`src/hw/atp_top_fix_note.sv`:
```
`timescale 1ns/1ps
`default_nettype none
`default_nettype wire

```
`src/hw/atp_pkg.sv`:
```
package atp_pkg;

	// ----------------------------------------
	// bus and register map
	// ----------------------------------------
	localparam int ADDR_W = 12; // apb byte address width
	localparam logic [7:0] IDX_PIN_SEL = 8'hDE; // pwm_pin_function_select
	localparam logic [7:0] IDX_PWM_MODE = 8'hDF; // pwm_mode_and_prescale
	localparam logic [7:0] IDX_TRIG_CFG = 8'hE1; // converter_trigger_config
	localparam logic [7:0] IDX_CONV_CTRL = 8'hF0; // start/busy and source select
	localparam logic [7:0] IDX_TRIG_DLY = 8'hF1; // nine-bit trigger delay
	localparam logic [1:0] WORD_LSBS = 2'h0; // byte address is index times four
	localparam logic [7:0] RST_BYTE = 8'h00; // reset value of every register
	localparam logic [8:0] RST_DLY = 9'h000; // reset value of the delay count

	// ----------------------------------------
	// writable bits of each register
	// ----------------------------------------
	localparam logic [7:0] MASK_PIN_SEL = 8'h3F;
	localparam logic [7:0] MASK_PWM_MODE = 8'hFF;
	localparam logic [7:0] MASK_TRIG_CFG = 8'h4F;
	localparam logic [7:0] MASK_CONV_CTRL = 8'h31;

	// ----------------------------------------
	// field positions
	// ----------------------------------------
	localparam int PRESC_LSB = 0; // pwm_clock_prescale [2:0]
	localparam int PRESC_W = 3;
	localparam int BRAKE_BIT = 3; // brake_input_enable
	localparam int ALIGN_BIT = 4; // pwm_alignment_kind
	localparam int GROUP_BIT = 5; // group_duty_enable
	localparam int KIND_LSB = 6; // pwm_operating_kind [7:6]
	localparam int POWER_BIT = 0; // converter_power_enable
	localparam int EXT_BIT = 1; // external_trigger_enable
	localparam int TYPE_LSB = 2; // trigger_type [3:2]
	localparam int SWAP_BIT = 6; // start_pin_swap
	localparam int BUSY_BIT = 0; // conversion_start_busy
	localparam int SRC_LSB = 4; // trigger_source_select [5:4]
	localparam int DLY_W = 9; // trigger_delay_count width
	localparam logic ALIGN_CENTER = 1'b1; // alignment code of centre-aligned type

	// ----------------------------------------
	// pin map: chan 5,4,3 on port 0, chan 2,1,0 on port 1
	// ----------------------------------------
	localparam int P0_PIN_CH5 = 3;
	localparam int P0_PIN_CH4 = 1;
	localparam int P0_PIN_CH3 = 0;
	localparam int P1_PIN_CH2 = 0;
	localparam int P1_PIN_CH1 = 1;
	localparam int P1_PIN_CH0 = 2;
	localparam int P0_PIN_START = 4; // start input, swap clear
	localparam int P1_PIN_START = 3; // start input, swap set

	// ----------------------------------------
	// types
	// ----------------------------------------
	typedef enum logic [1:0] {
		TT_FALL = 2'b00,
		TT_RISE = 2'b01,
		TT_CENTER = 2'b10,
		TT_END = 2'b11
	} atp_trig_type_e;

	typedef enum logic [1:0] {
		SRC_PWM0 = 2'b00,
		SRC_PWM2 = 2'b01,
		SRC_PWM4 = 2'b10,
		SRC_PIN = 2'b11
	} atp_src_e;

	typedef enum logic [1:0] {
		CS_IDLE = 2'b00,
		CS_DELAY = 2'b01,
		CS_BUSY = 2'b10
	} atp_conv_state_e;

	typedef struct packed {
		logic [15:0] pair2;
		logic [15:0] pair1;
		logic [15:0] pair0;
	} atp_duty_s;

	typedef struct packed {
		logic [7:0] port1;
		logic [7:0] port0;
	} atp_port_s;

endpackage

```
`src/hw/atp_sync.sv`:
```
`timescale 1ns/1ps
`default_nettype none
// two-stage synchroniser for pad inputs
module atp_sync
	import atp_pkg::*;
#(
	parameter int WIDTH = 16
)
(
	input wire logic sys_clk,
	input wire logic resetn,
	input wire logic clk_en,
	input wire logic [WIDTH-1:0] async_in,
	output logic [WIDTH-1:0] sync_out
);

	typedef struct packed {
		logic [WIDTH-1:0] meta; // first stage, read only by second
		logic [WIDTH-1:0] stable; // second stage
	} atp_sync_s;

	atp_sync_s st;
	atp_sync_s next_st;

	// ----------------------------------------
	// next state
	// ----------------------------------------
	always_comb
	begin
		next_st = st;
		if (clk_en)
		begin
			next_st.meta = async_in;
			next_st.stable = st.meta;
		end
	end

	// registers, constant under reset
	always_ff @(posedge sys_clk or negedge resetn)
	begin
		if (!resetn)
			st <= '0;
		else
			st <= next_st;
	end

	assign sync_out = st.stable;

endmodule
`default_nettype wire

```
`src/hw/atp_prescaler.sv`:
```
`timescale 1ns/1ps
`default_nettype none
// pwm clock prescaler: one tick every 2^div cycles
module atp_prescaler
	import atp_pkg::*;
#(
	parameter int CNT_W = 7
)
(
	input wire logic sys_clk,
	input wire logic resetn,
	input wire logic clk_en,
	input wire logic [PRESC_W-1:0] div,
	output logic tick
);

	typedef struct packed {
		logic [CNT_W-1:0] cnt; // free count within one period
	} atp_presc_s;

	atp_presc_s st;
	atp_presc_s next_st;
	logic [CNT_W-1:0] mask; // low bits that must all be set

	// ----------------------------------------
	// tick decode and count
	// ----------------------------------------
	always_comb
	begin
		mask = CNT_W'((1 << div) - 1);
		tick = clk_en && ((st.cnt | ~mask) == {CNT_W{1'b1}});
		next_st = st;
		if (clk_en)
		begin
			if (tick)
				next_st.cnt = '0;
			else
				next_st.cnt = st.cnt + CNT_W'(1);
		end
	end

	always_ff @(posedge sys_clk or negedge resetn)
	begin
		if (!resetn)
			st <= '0;
		else
			st <= next_st;
	end

endmodule
`default_nettype wire

```
`src/hw/atp_top.sv`:
```
// Register access over APB was chosen for this implementation.
`timescale 1ns/1ps
`default_nettype none
// Function
// - sel bits 5..3 route chan 5,4,3 to port0
// - sel bits 2..0 route chan 2,1,0 to port1
// - group mode shares pair-zero duty
// - prescale divides pwm clock by 2^code
// - swap bit picks start pin
// - start pin swap takes effect at once
// - trigger type selects edge, centre or end
// - centre/end events only in centre-aligned mode
// - external off: software start only
// - external on: software or selected event
// - external triggers dropped while busy
// - enable bit powers converter
// - trigger config resets to zero
// - pin select and pwm control reset zero
// - nine-bit delay before triggered conversion
module atp_top
	import atp_pkg::*;
#(
	parameter int PRESC_CNT_W = 7
)
(
	input wire logic sys_clk,
	input wire logic resetn,
	input wire logic clk_en,
	// apb slave
	input wire logic [ADDR_W-1:0] paddr,
	input wire logic psel,
	input wire logic penable,
	input wire logic pwrite,
	input wire logic [31:0] pwdata,
	input wire logic [3:0] pstrb,
	output logic [31:0] prdata,
	output logic pready,
	output logic pslverr,
	// pwm generator side
	input wire logic [5:0] pwm_chan,
	input wire logic pwm_center_evt,
	input wire logic pwm_end_evt,
	input wire atp_duty_s pair_duty,
	output atp_duty_s pair_duty_eff,
	output logic group_duty_enable,
	output logic pwm_clk_tick,
	output logic [1:0] pwm_operating_kind,
	output logic pwm_alignment_kind,
	output logic brake_input_enable,
	// converter core side
	input wire logic conv_done,
	output logic conv_start,
	output logic conversion_start_busy,
	output logic converter_power_enable,
	// port logic side
	input wire atp_port_s gpio_out,
	input wire atp_port_s gpio_oe,
	output atp_port_s gpio_in,
	// pads
	input wire atp_port_s pad_in,
	output atp_port_s pad_out,
	output atp_port_s pad_oe
);

	// ----------------------------------------
	// state
	// ----------------------------------------
	typedef struct packed {
		logic [7:0] pin_sel; // pwm_pin_function_select
		logic [7:0] pwm_mode; // pwm_mode_and_prescale
		logic [7:0] trig_cfg; // converter_trigger_config
		logic [1:0] src; // trigger_source_select
		logic [DLY_W-1:0] dly; // trigger_delay_count
		atp_conv_state_e conv; // conversion sequencer
		logic [DLY_W-1:0] dly_cnt; // remaining delay cycles
		logic src_prev; // previous sample of trigger source
		logic start; // start pulse to converter
		atp_duty_s duty; // effective duties
		logic [31:0] rdata; // read data latched at setup
	} atp_state_s;

	atp_state_s st;
	atp_state_s next_st;
	atp_port_s pad_sync; // synchronised pad levels
	logic wr_en; // apb write in access phase
	logic rd_setup; // apb read in setup phase
	logic mapped; // address hits a register
	logic [7:0] idx; // word index of the access
	logic start_pin; // selected external start level
	logic src_level; // selected edge source level
	logic edge_evt; // qualifying edge seen
	logic period_evt; // qualifying period event
	logic ext_trig; // accepted-to-consider external trigger
	logic sw_start; // software start write
	atp_trig_type_e ttype; // decoded trigger type

	// ----------------------------------------
	// submodules
	// ----------------------------------------
	atp_sync #(
		.WIDTH(16)
	) u_pad_sync (
		.sys_clk(sys_clk),
		.resetn(resetn),
		.clk_en(clk_en),
		.async_in(pad_in),
		.sync_out(pad_sync)
	);

	atp_prescaler #(
		.CNT_W(PRESC_CNT_W)
	) u_presc (
		.sys_clk(sys_clk),
		.resetn(resetn),
		.clk_en(clk_en),
		.div(st.pwm_mode[PRESC_LSB +: PRESC_W]),
		.tick(pwm_clk_tick)
	);

	// ----------------------------------------
	// apb decode
	// ----------------------------------------
	always_comb
	begin
		idx = paddr[9:2];
		mapped = (paddr[1:0] == WORD_LSBS) && (paddr[ADDR_W-1:10] == '0)
			&& ((idx == IDX_PIN_SEL) || (idx == IDX_PWM_MODE) || (idx == IDX_TRIG_CFG)
			|| (idx == IDX_CONV_CTRL) || (idx == IDX_TRIG_DLY));
		wr_en = psel && penable && pwrite && mapped && clk_en;
		rd_setup = psel && !penable && !pwrite && clk_en;
	end

	// zero-wait slave, error on unmapped word
	assign pready = 1'b1;
	assign pslverr = psel && penable && !mapped;
	assign prdata = st.rdata;

	// ----------------------------------------
	// trigger source selection
	// ----------------------------------------
	always_comb
	begin
		ttype = atp_trig_type_e'(st.trig_cfg[TYPE_LSB +: 2]);
		// swap applies combinationally to the synced pins
		if (st.trig_cfg[SWAP_BIT])
			start_pin = pad_sync.port1[P1_PIN_START];
		else
			start_pin = pad_sync.port0[P0_PIN_START];
		case (atp_src_e'(st.src))
			SRC_PWM0: src_level = pwm_chan[0];
			SRC_PWM2: src_level = pwm_chan[2];
			SRC_PWM4: src_level = pwm_chan[4];
			SRC_PIN: src_level = start_pin;
			default: src_level = start_pin;
		endcase
		// edge against registered sample, one pulse per edge
		case (ttype)
			TT_FALL: edge_evt = st.src_prev && !src_level;
			TT_RISE: edge_evt = !st.src_prev && src_level;
			default: edge_evt = 1'b0;
		endcase
		// period events only for centre-aligned generator
		case (ttype)
			TT_CENTER: period_evt = pwm_center_evt;
			TT_END: period_evt = pwm_end_evt;
			default: period_evt = 1'b0;
		endcase
		period_evt = period_evt && (st.pwm_mode[ALIGN_BIT] == ALIGN_CENTER);
		// external events count only with external mode on
		ext_trig = st.trig_cfg[EXT_BIT] && (edge_evt || period_evt);
		sw_start = wr_en && (idx == IDX_CONV_CTRL) && pstrb[0] && pwdata[BUSY_BIT];
	end

	// ----------------------------------------
	// next state
	// ----------------------------------------
	always_comb
	begin
		next_st = st;
		if (clk_en)
		begin
			next_st.start = 1'b0;
			next_st.src_prev = src_level;
			// register writes, byte lane 0 only
			if (wr_en && pstrb[0])
			begin
				case (idx)
					IDX_PIN_SEL: next_st.pin_sel = pwdata[7:0] & MASK_PIN_SEL;
					IDX_PWM_MODE: next_st.pwm_mode = pwdata[7:0] & MASK_PWM_MODE;
					IDX_TRIG_CFG: next_st.trig_cfg = pwdata[7:0] & MASK_TRIG_CFG;
					IDX_CONV_CTRL: next_st.src = pwdata[SRC_LSB +: 2];
					IDX_TRIG_DLY: next_st.dly[7:0] = pwdata[7:0];
					default: next_st.pin_sel = st.pin_sel;
				endcase
			end
			// delay bit 8 on byte lane 1
			if (wr_en && pstrb[1] && (idx == IDX_TRIG_DLY))
				next_st.dly[DLY_W-1] = pwdata[8];
			// conversion sequencer
			case (st.conv)
				CS_IDLE:
				begin
					if (sw_start)
					begin
						next_st.start = 1'b1;
						next_st.conv = CS_BUSY;
					end
					else if (ext_trig && (st.dly == '0))
					begin
						next_st.start = 1'b1;
						next_st.conv = CS_BUSY;
					end
					else if (ext_trig)
					begin
						// wait the programmed count first
						next_st.dly_cnt = st.dly;
						next_st.conv = CS_DELAY;
					end
				end
				CS_DELAY:
				begin
					// further external triggers ignored while pending, software start begins at once
					if (sw_start || (st.dly_cnt <= DLY_W'(1)))
					begin
						next_st.start = 1'b1;
						next_st.conv = CS_BUSY;
					end
					else
						next_st.dly_cnt = st.dly_cnt - DLY_W'(1);
				end
				CS_BUSY:
				begin
					// external triggers dropped until done
					if (conv_done && !sw_start)
						next_st.conv = CS_IDLE;
					else if (conv_done)
						next_st.start = 1'b1; // set wins over clear
				end
				default: next_st.conv = CS_IDLE;
			endcase
			// group mode: pair-zero duty feeds first three pairs
			if (st.pwm_mode[GROUP_BIT])
			begin
				next_st.duty.pair0 = pair_duty.pair0;
				next_st.duty.pair1 = pair_duty.pair0;
				next_st.duty.pair2 = pair_duty.pair0;
			end
			else
				next_st.duty = pair_duty;
			// read data latched in setup phase
			if (rd_setup)
			begin
				next_st.rdata = '0;
				case (idx)
					IDX_PIN_SEL: next_st.rdata[7:0] = st.pin_sel;
					IDX_PWM_MODE: next_st.rdata[7:0] = st.pwm_mode;
					IDX_TRIG_CFG: next_st.rdata[7:0] = st.trig_cfg;
					IDX_CONV_CTRL:
					begin
						next_st.rdata[SRC_LSB +: 2] = st.src;
						next_st.rdata[BUSY_BIT] = (st.conv != CS_IDLE);
					end
					IDX_TRIG_DLY: next_st.rdata[DLY_W-1:0] = st.dly;
					default: next_st.rdata = '0;
				endcase
			end
		end
	end

	// ----------------------------------------
	// registers
	// ----------------------------------------
	always_ff @(posedge sys_clk or negedge resetn)
	begin
		if (!resetn)
		begin
			st.pin_sel <= RST_BYTE;
			st.pwm_mode <= RST_BYTE;
			st.trig_cfg <= RST_BYTE;
			st.src <= 2'h0;
			st.dly <= RST_DLY;
			st.conv <= CS_IDLE;
			st.dly_cnt <= RST_DLY;
			st.src_prev <= 1'b0;
			st.start <= 1'b0;
			st.duty <= '0;
			st.rdata <= '0;
		end
		else
			st <= next_st;
	end

	// ----------------------------------------
	// pin multiplexing
	// ----------------------------------------
	always_comb
	begin
		pad_out = gpio_out;
		pad_oe = gpio_oe;
		// selected pins carry pwm and always drive
		if (st.pin_sel[5])
		begin
			pad_out.port0[P0_PIN_CH5] = pwm_chan[5];
			pad_oe.port0[P0_PIN_CH5] = 1'b1;
		end
		if (st.pin_sel[4])
		begin
			pad_out.port0[P0_PIN_CH4] = pwm_chan[4];
			pad_oe.port0[P0_PIN_CH4] = 1'b1;
		end
		if (st.pin_sel[3])
		begin
			pad_out.port0[P0_PIN_CH3] = pwm_chan[3];
			pad_oe.port0[P0_PIN_CH3] = 1'b1;
		end
		if (st.pin_sel[2])
		begin
			pad_out.port1[P1_PIN_CH2] = pwm_chan[2];
			pad_oe.port1[P1_PIN_CH2] = 1'b1;
		end
		if (st.pin_sel[1])
		begin
			pad_out.port1[P1_PIN_CH1] = pwm_chan[1];
			pad_oe.port1[P1_PIN_CH1] = 1'b1;
		end
		if (st.pin_sel[0])
		begin
			pad_out.port1[P1_PIN_CH0] = pwm_chan[0];
			pad_oe.port1[P1_PIN_CH0] = 1'b1;
		end
	end

	// ----------------------------------------
	// outputs
	// ----------------------------------------
	assign gpio_in = pad_sync;
	assign pair_duty_eff = st.duty;
	assign group_duty_enable = st.pwm_mode[GROUP_BIT];
	assign pwm_operating_kind = st.pwm_mode[KIND_LSB +: 2];
	assign pwm_alignment_kind = st.pwm_mode[ALIGN_BIT];
	assign brake_input_enable = st.pwm_mode[BRAKE_BIT];
	assign conv_start = st.start;
	assign conversion_start_busy = (st.conv != CS_IDLE);
	assign converter_power_enable = st.trig_cfg[POWER_BIT];

endmodule
`default_nettype wire

```
`config.mk`:
```
export PLATFORM = sky130hd
export DESIGN_NAME = atp_top
export DESIGN_NICKNAME = d
export VERILOG_FILES = /design/src/hw/atp_top_fix_note.sv /design/src/hw/atp_pkg.sv /design/src/hw/atp_sync.sv /design/src/hw/atp_prescaler.sv /design/src/hw/atp_top.sv
export SDC_FILE = /design/constraint.sdc
export NUM_CORES = 1
export LEC_CHECK = 0
export ABC_CLOCK_PERIOD_IN_PS = 5400
export BUFFER_PORTS_ARGS = -buffer_cell sky130_fd_sc_hd__buf_2
export CORE_ASPECT_RATIO = 1.5
export CORE_MARGIN = 2
export CORE_UTILIZATION = 54
export DETAILED_ROUTE_END_ITERATION = 8
export GPL_ROUTABILITY_DRIVEN = 0
export PLACE_DENSITY = 0.87
export SYNTH_ARGS = -nofsm -noshare
export SYNTH_HDL_FRONTEND = slang
export SYNTH_HIERARCHICAL = 1
export SYNTH_SLANG_ARGS = --single-unit
```
`constraint.sdc`:
```
create_clock -name sys_clk -period 5.4 [get_ports sys_clk]
set_clock_uncertainty 0.1 [all_clocks]
set_input_delay 1.08 -clock sys_clk [delete_from_list [all_inputs] [get_ports sys_clk]]
set_output_delay 1.08 -clock sys_clk [all_outputs]
set_load 0.01 [all_outputs]
```
# Yosys cells after proc, flatten, opt, wreduce, memory -nomap -nowiden
# Index checks and enable logic that the tools add are counted.
# Widths: inputs -> output; s select.
[op_classes]
n_addsub = 3
n_mul = 0
div = 0
magnitude_cmp = 1
eq_ne = 21
n_shift = 1
muxes = 39
bitwise_logic = 2
reduce_logical = 52
[ops]
columns = ["op", "count"]
rows = [
  ["$mux 48", 1],
  ["$eq 8x8->1 const B", 5],
  ["$mux 9", 3],
  ["$logic_and 1x1->1", 23],
  ["$mux 1", 19],
  ["$pmux 9 s2", 1],
  ["$reduce_and 3->1", 5],
  ["$ne 2x2->1 const B", 6],
  ["$pmux 2 s3", 2],
  ["$pmux 3 s4", 1],
  ["$mux 11", 1],
  ["$eq 2x2->1 const B", 5],
  ["$logic_not 2->1", 5],
  ["$le 9x1->1 const B", 1],
  ["$logic_not 9->1", 1],
  ["$sub 9x1->9 const B", 1],
  ["$mux 2", 4],
  ["$pmux 2 s4", 1],
  ["$add 7x1->7 const B", 1],
  ["$eq 7x7->1 const B", 1],
  ["$mux 7", 1],
  ["$not 7->7", 1],
  ["$or 7x7->7", 1],
  ["$shl 1x3->7 const A", 1],
  ["other kinds (13)", 28],
]
[totals]
register_bits = 139
latch_bits = 0
mem_bits_rw = 0
romBits = 0
input_bits = 159
out_inout_bits = 139
wordCells = 136
n_memories = 0

# Logic depth before layout (Yosys ltp)
# Gate-level depths: netlist of run 1.
[logic_depth]
depth_word = 15
mapped_depth = 7
depth_no_buf = 7

# By module
# The synthesis of run 1 kept the hierarchy.
[modules_own_cells]
columns = ["mod", "n_inst", "cells_per_inst", "area_each_um2", "seq_area_each_um2"]
rows = [
  ["atp_top", 1, 573, 5825.6, 2502.4],
  ["atp_sync", 1, 84, 1465.2, 800.8],
  ["atp_prescaler", 1, 43, 394.1, 175.2],
]

# Worst setup path after synthesis of run 1
# OpenSTA, ideal clock, no wires.
[synth_path]
path_kind = "in2out"
start = "input port paddr[3]"
end = "output port pslverr"
t_arrival_ns = 2.121
t_required_ns = 4.220
path_slack_ns = 2.099
stages = 4
n_path_buf = 0
cell_sequence = "or4b_4 > nor3_2 > o21ai_2 > and3_1"
[synth_via]
elab_chain_cells = 8
elab_cells_between_ends = 12
classes_between = "eq/ne: 5; reduce/logical: 7"
[synth_rtl]
columns = ["element", "line_no", "source"]
rows = [
  ["from (decl)", "atp_top.sv:30", "input wire logic [ADDR_W-1:0] paddr,"],
  ["$eq 8x8->1", "atp_top.sv:127", "&& ((idx == IDX_PIN_SEL) || (idx == IDX_PWM_MODE) || (idx == IDX_TRIG_CFG)"],
  ["$logic_or 1x1->1 (2 in series)", "atp_top.sv:127", ""],
  ["$logic_or 1x1->1", "atp_top.sv:128", "|| (idx == IDX_CONV_CTRL) || (idx == IDX_TRIG_DLY));"],
  ["$logic_or 1x1->1 (*)", "atp_top.sv:128", ""],
  ["$logic_and 1x1->1 (*)", "atp_top.sv:127", ""],
  ["$logic_not 1->1 (*)", "atp_top.sv:135", "assign pslverr = psel && penable && !mapped;"],
  ["$logic_and 1x1->1 (*)", "atp_top.sv:135", ""],
  ["to (decl)", "atp_top.sv:38", "output logic pslverr,"],
]
# Mark *: on every way between the ends. The rest lies on a longest branch, timed or not.

# Worst setup path in the final report of run 1
# Same ends and word-level chain as after synthesis.

==> flow_summary.toml, run 1 <==
[sta]
clock.fmax_mhz = 273.9
maxSlewViolCount = 0
worst_slew_pin_slew_ps = 838.5
fin_hold_ws_ps = 361.8
min_period_over_period_pct = 67.61
hold_viol_final = 0
fin_tns_setup_ps = 0
setup_viol = 0
layout_min_cycle_time_ps = 3651
rsz0062_at_grt = "no"
maxSlewHeadroom_pct = 44.10
worst_slack_ps = 1749

[routing]
via_count = 5492
drt-initial-drc-count = 373
viasPerCell = 5.427
postRouteAntennaNets = 0
wl_per_cell_um = 17.80
drtPass1Iterations = 8
finalWirelength_um = 18010
drc = 0

[yosys]
ys_seq_elements = 139
syn_area_um2 = 7685
synth_warnings = 6
syn_inst = 700
synth_edf_count = 0
yosysSeqAreaShare_pct = 45.26
syn_area_per_cell_um2 = 10.98
async_reset_ff_share_pct = 100.0
synth_ff_type = "dfrtp_1"
ys_types = 61

[cts]
cts_buffers = 17
cts_hold_buf = 0
cts_tree = "done"
cts.path.max_buffers = 2
cts_setup_buffers = 0
cts_max_level = 4
insertion_delay_ps = 420
cts_resized = 0
clock-sinks = 139
clk_pin_slew_ps = 60
cts_root_buf = "clkbuf_16"

[setup_path]
worstPathArrival_ps = 2470
critPathCaptureType = "output pin"
crit_path_max_fanout = 4
reg2reg_from = "st[102]"
r2r_slack_ps = 2740
reg2reg_depth = 6
start_kind = "input pin"
crit_required_ps = 4220
worstSetupPathType = "input pin to output pin"
r2r-end = "st[86]"

[power_and_ir_drop]
leakage_uw = 0.004066
swShare_pct = 29.42
p_switching_uw = 844.4
max-vdd-ir-drop_mv = 0.2286
power.internal_uw = 2025
pwr-share-comb_pct = 17.5
p_clk_share_pct = 39.6
seqPwrFrac_pct = 42.9
p_per_area_nw_per_um2 = 333.7

[grt]
grt_pass1_vias = 5416
antenna_found_initial = 1
grt_pass1_wl_um = 27900
grt_max_degree = 93
grtUsageTotal_pct = 23.84
grt_overflow = 0

[run_status]
outcome = "finished, final reports clean"

[flow_run]
max-cap-violations = 0

[placed_design]
place_ws_ps = 1689
io_buffer_count = 208
dp_hpwl_um = 13180

[hold_path]
hold_path_class = "flop to flop"
holdPathStages = 2
min_to = "prdata[8]"
worstHoldStart = "prdata[8]"

[final_layout]
layout-drive-gt1-share_pct = 43.71
nets = 968
synthToLayoutAreaGrowth_pct = 11.90
fillers = 1129

[floorplanning]
die-height_um = 150.1
core_region_area_um2 = 13990
start_util_pct = 54.92
row_count = 53
die_area_um2 = 15220
fp.dieW_um = 101.4
io-pin-count = 298
-- routing by layer --
metal  vias to the layer above  global-route usage (%)  wire length [um]
li1                       2518                       -                 -
met4                         0                   11.69               643
met2                       264                   40.76              9385
met5                         -                       0                 0
met3                        59                   5.432              1169
met1                      2651                   27.94              6811
-- worst max-delay path, cell delays in order --
cell and delay [ps]:
buf_2 110, or4b_4 550, nor3_2 230, o21ai_2 140, and3_1 210, buf_2 150
-- sequential cells by signal (all words and copies together), names as in the netlist --
register,count
u_pad_sync/sync_out,16
group_duty_enable,1
pair_duty_eff,48
brake_input_enable,1
st,36
pwm_alignment_kind,1
u_presc/st,7
pwm_operating_kind,2
u_pad_sync/st,16
prdata,9
converter_power_enable,1
conv_start,1
-- cells by family after synthesis --
logic type	after synthesis	synth area share, %
AOI/OAI and AO/OA	106	8.418
other	2	0.09772
xor gates and xnor gates	6	0.6839
DFF	139	45.26
adders and majority gates	3	0.4885
muxes	130	19.88
buffers and inverters	159	14.54
and+or+nand+nor	155	10.63
-- power groups by stage --
stage	clock network (uW)	logic, uW	registers, uW
after floorplan	0	424	1220
after global placement	0	480	1240
after detailed placement	0	498	1240
after CTS	1160	499	1230
after global routing	1200	550	1250
final	1140	502	1230
-- cell usage in the layout, fill, tap and decap left out, types with 5 or more instances in the layout --
master / synthesis / routed
buf_2: 2 / 206
dfrtp_1: 139 / 138
nor2_1: 62 / 62
mux2_2: 60 / 60
a21oi_1: 47 / 47
mux2i_1: 39 / 39
mux2_4: 30 / 30
nand2_1: 28 / 28
o21ai_0: 24 / 24
conb_1: 2 / 24
clkbuf_16: 0 / 17
inv_1: 11 / 11
or2_2: 9 / 9
nor3_1: 8 / 8
nand3_1: 7 / 7
buf_4: 119 / 6
nand4_1: 5 / 5
a222oi_1: 5 / 5
-- synth_stat cells, types with 5 or more instances --
library cell	number	area, um^2
buf_1	5	18.77
nor2_1	62	232.7
mux2_2	60	675.7
nor3_1	8	40.04
inv_1	11	41.29
buf_4	119	893.4
nand2_1	28	105.1
o21ai_0	24	120.1
mux2_4	30	450.4
mux2i_1	39	390.4
dfrtp_1	139	3478
nand4_1	5	31.28
nand3_1	7	35.03
or2_2	9	56.30
a222oi_1	5	50.05
clkbuf_1	16	60.06
a21oi_1	47	235.2
-- final cells by class --
class                           instances  area (um^2)  share of cell area, %
Antenna cell                            1        2.502                0.02910
Inverter                               11        41.29                 0.4801
Sequential cell                       139         3480                  40.46
Clock buffer                           18        439.2                  5.107
Tap cell                              192        240.2                  2.794
Multi-Input combinational cell        424         3172                  36.88
Clock inverter                         14        137.6                  1.600
Timing Repair Buffer                  213         1087                  12.64
-- per-stage QoR --
stage | cell area (um^2) | utilization [%] | power [uW] | instances
3_5_place_dp | 8020 | 57.32 | 1742 | 979
4_1_cts | 8597 | 61.44 | 2883 | 1011
3_3_place_gp | 8020 | 57.32 | 1720 | 979
5_1_grt | 8597 | 61.44 | 2998 | 1011
2_1_floorplan | 7767 | - | 1647 | 722
6_report | 8600 | 61.46 | 2870 | 1012
-- how the worst max path moves through the flow --
stage,from,to,depth (start not counted)
floorplan,paddr[3],pslverr,4
CTS,paddr[3],pslverr,6
global placement,clk_en,st[90],8
finish,paddr[3],pslverr,6
detailed placement,clk_en,st[83],8
global route,paddr[3],pslverr,6
No activity file was read; power rests on OpenSTA's default activity.
==> run 2: changes to the inputs <==
--- a/config.mk
+++ b/config.mk
@@ -5,14 +5,14 @@
 export SDC_FILE = /design/constraint.sdc
 export NUM_CORES = 1
 export LEC_CHECK = 0
-export ABC_CLOCK_PERIOD_IN_PS = 5400
+export ABC_CLOCK_PERIOD_IN_PS = 3600
 export BUFFER_PORTS_ARGS = -buffer_cell sky130_fd_sc_hd__buf_2
 export CORE_ASPECT_RATIO = 1.5
 export CORE_MARGIN = 2
-export CORE_UTILIZATION = 54
+export CORE_UTILIZATION = 50
 export DETAILED_ROUTE_END_ITERATION = 8
 export GPL_ROUTABILITY_DRIVEN = 0
-export PLACE_DENSITY = 0.87
+export PLACE_DENSITY = 0.82
 export SYNTH_ARGS = -nofsm -noshare
 export SYNTH_HDL_FRONTEND = slang
 export SYNTH_HIERARCHICAL = 1
==> constraint.sdc (replaced) <==
create_clock -name sys_clk -period 3.6 [get_ports sys_clk]
set_clock_uncertainty 0.1 [all_clocks]
set_input_delay 0.72 -clock sys_clk [delete_from_list [all_inputs] [get_ports sys_clk]]
set_output_delay 0.72 -clock sys_clk [all_outputs]
set_load 0.01 [all_outputs]
==> flow_summary.toml, run 2 (synthesis results as in run 1) <==
[run_status]
outcome = "finished, final reports clean"

[grt]
grtUsageTotal_pct = 21.60
grt_pass1_vias = 5473
grt_overflow = 0
grt_pass1_wl_um = 27970
grt_max_degree = 93
antenna_found_initial = 0

[final_layout]
synthToLayoutAreaGrowth_pct = 13.19
fin_util_pct = 57.72
layout.cells.non_filler = 1021
fillers = 1299
nets = 971
layout-drive-gt1-share_pct = 43.92
largest_reg_flops = 48
layout_common_cells = "buf_2, dfrtp_1, nor2_1, mux2_2, a21oi_1"
mostFrequentLayoutCell = "buf_2"
antenna_cells = 0

[setup_path]
crit_family = "simple AND/OR/NAND/NOR gates"
worstPathArrival_ps = 2090
path_buf_inv = 2
worstSetupPathType = "input pin to output pin"
reg2reg_from = "st[102]"
r2r_slack_ps = 1140
crit_path_frequent_cell = "buf_2"
reg2reg_depth = 7
crit_required_ps = 2780
cp_slowest_cell = "or4b_4"
slowest_delay_ps = 550
crit_chain = "buf_2, or4b_4, nor3_2, o21ai_2, and3_1, buf_2"
start_kind = "input pin"
critPathCaptureType = "output pin"
r2r-end = "st[90]"
crit_path_max_fanout = 4

[power_and_ir_drop]
p_per_area_nw_per_um2 = 510.0
leakage_uw = 0.004113
max-vdd-ir-drop_mv = 0.3897

[hold_path]
hold_path_class = "input pin to asynchronous set/reset pin"

[sta]
hold_viol_final = 0
maxSlewHeadroom_pct = 30.34
clock.fmax_mhz = 343.8
min_period_over_period_pct = 80.80
worst_slew_pin_slew_ps = 1045
fin_tns_setup_ps = 0
setup_viol = 0
rsz0062_at_grt = "no"
maxSlewViolCount = 0
fin_hold_ws_ps = 135.3
layout_min_cycle_time_ps = 2909

[cts]
cts_max_level = 4
clock-sinks = 139
cts_hold_buf = 0
cts_root_buf = "clkbuf_16"
cts_resized = 0
cts_tree = "done"
cts.path.max_buffers = 2
insertion_delay_ps = 410
cts_setup_buffers = 0
clk_pin_slew_ps = 60
cts_buffers = 17

[floorplanning]
die_area_um2 = 16400
io-pin-count = 298
die-height_um = 155.8
start_util_pct = 50.99
core_region_area_um2 = 15070
row_count = 55
fp.dieW_um = 105.2

[routing]
drtPass1Iterations = 5
drt-initial-drc-count = 221
finalWirelength_um = 17890
wl_per_cell_um = 17.52
drc = 0
postRouteAntennaNets = 0
viasPerCell = 5.360
via_count = 5473

[flow_run]
max-cap-violations = 0

[placed_design]
io_buffer_count = 208
dp_hpwl_um = 13330
place_inst = 989
==> run 2: cell count changes in the layout (fill, tap and decap cells not counted) <==
cell and change:
inv_8 -1, clkinv_2 -1, buf_4 +1, diode_2 -1, clkinvlp_4 -1, bufinv_16 +2
buf_12 +2, inv_6 +1
==> run 2: worst max path at each step <==
stage / from / end / slack, ps / cells after the start
floorplan: paddr[3] / pslverr / 1020 / 4
global placement: paddr[3] / st[123] / 640 / 7
detailed placement: paddr[3] / st[121] / 610 / 7
CTS: paddr[3] / pslverr / 660 / 6
global route: paddr[3] / pslverr / 570 / 6
finish: paddr[3] / pslverr / 690 / 6
==> run 2: stage by stage <==
| step | area [um^2] | power, uW | worst slack [ps] |
|---|---|---|---|
| finish | 8698 | 4436 | 691.2 |
| global route | 8698 | 4628 | 574.7 |
| detailed placement | 8077 | 2619 | 608.7 |
| floorplan | 7767 | 2470 | 1019 |
| global placement | 8077 | 2589 | 644.8 |
| CTS | 8698 | 4459 | 659.2 |
==> run 2: power breakdown <==
part           internal, uW  leakage [uW]  switching, uW  total (uW)
combinational           339       0.00211            417         757
clock                  1120      0.000295            712        1830
sequential             1720       0.00171            125        1840
total                  3180       0.00411           1250        4440
==> run 2: area by class of cell <==
type / count / area, um^2 / area share, %
sequential: 139 / 3480 / 40.00
multi-input combinational: 424 / 3172 / 36.46
timing repair buffer: 216 / 1135 / 13.05
clock buffer: 18 / 439.2 / 5.049
tap: 199 / 249.0 / 2.862
clock inverter: 14 / 182.7 / 2.100
inverter: 11 / 41.29 / 0.4747
==> run 2: worst reg2reg max path: stages, from the launching register on <==
cell      delay [ps]
dfrtp_1          490
mux2i_1          420
mux2i_1          120
o21ai_0          310
o21ai_0          120
buf_4            170
o21ai_0          380
o221ai_1         190
==> run 2: metal layers <==
layer  routed length [um]  GRT usage [%]
met1                 6887          24.67
met2                 8992          37.08
met3                 1068          4.553
met4                  942          12.76
met5                    0              0
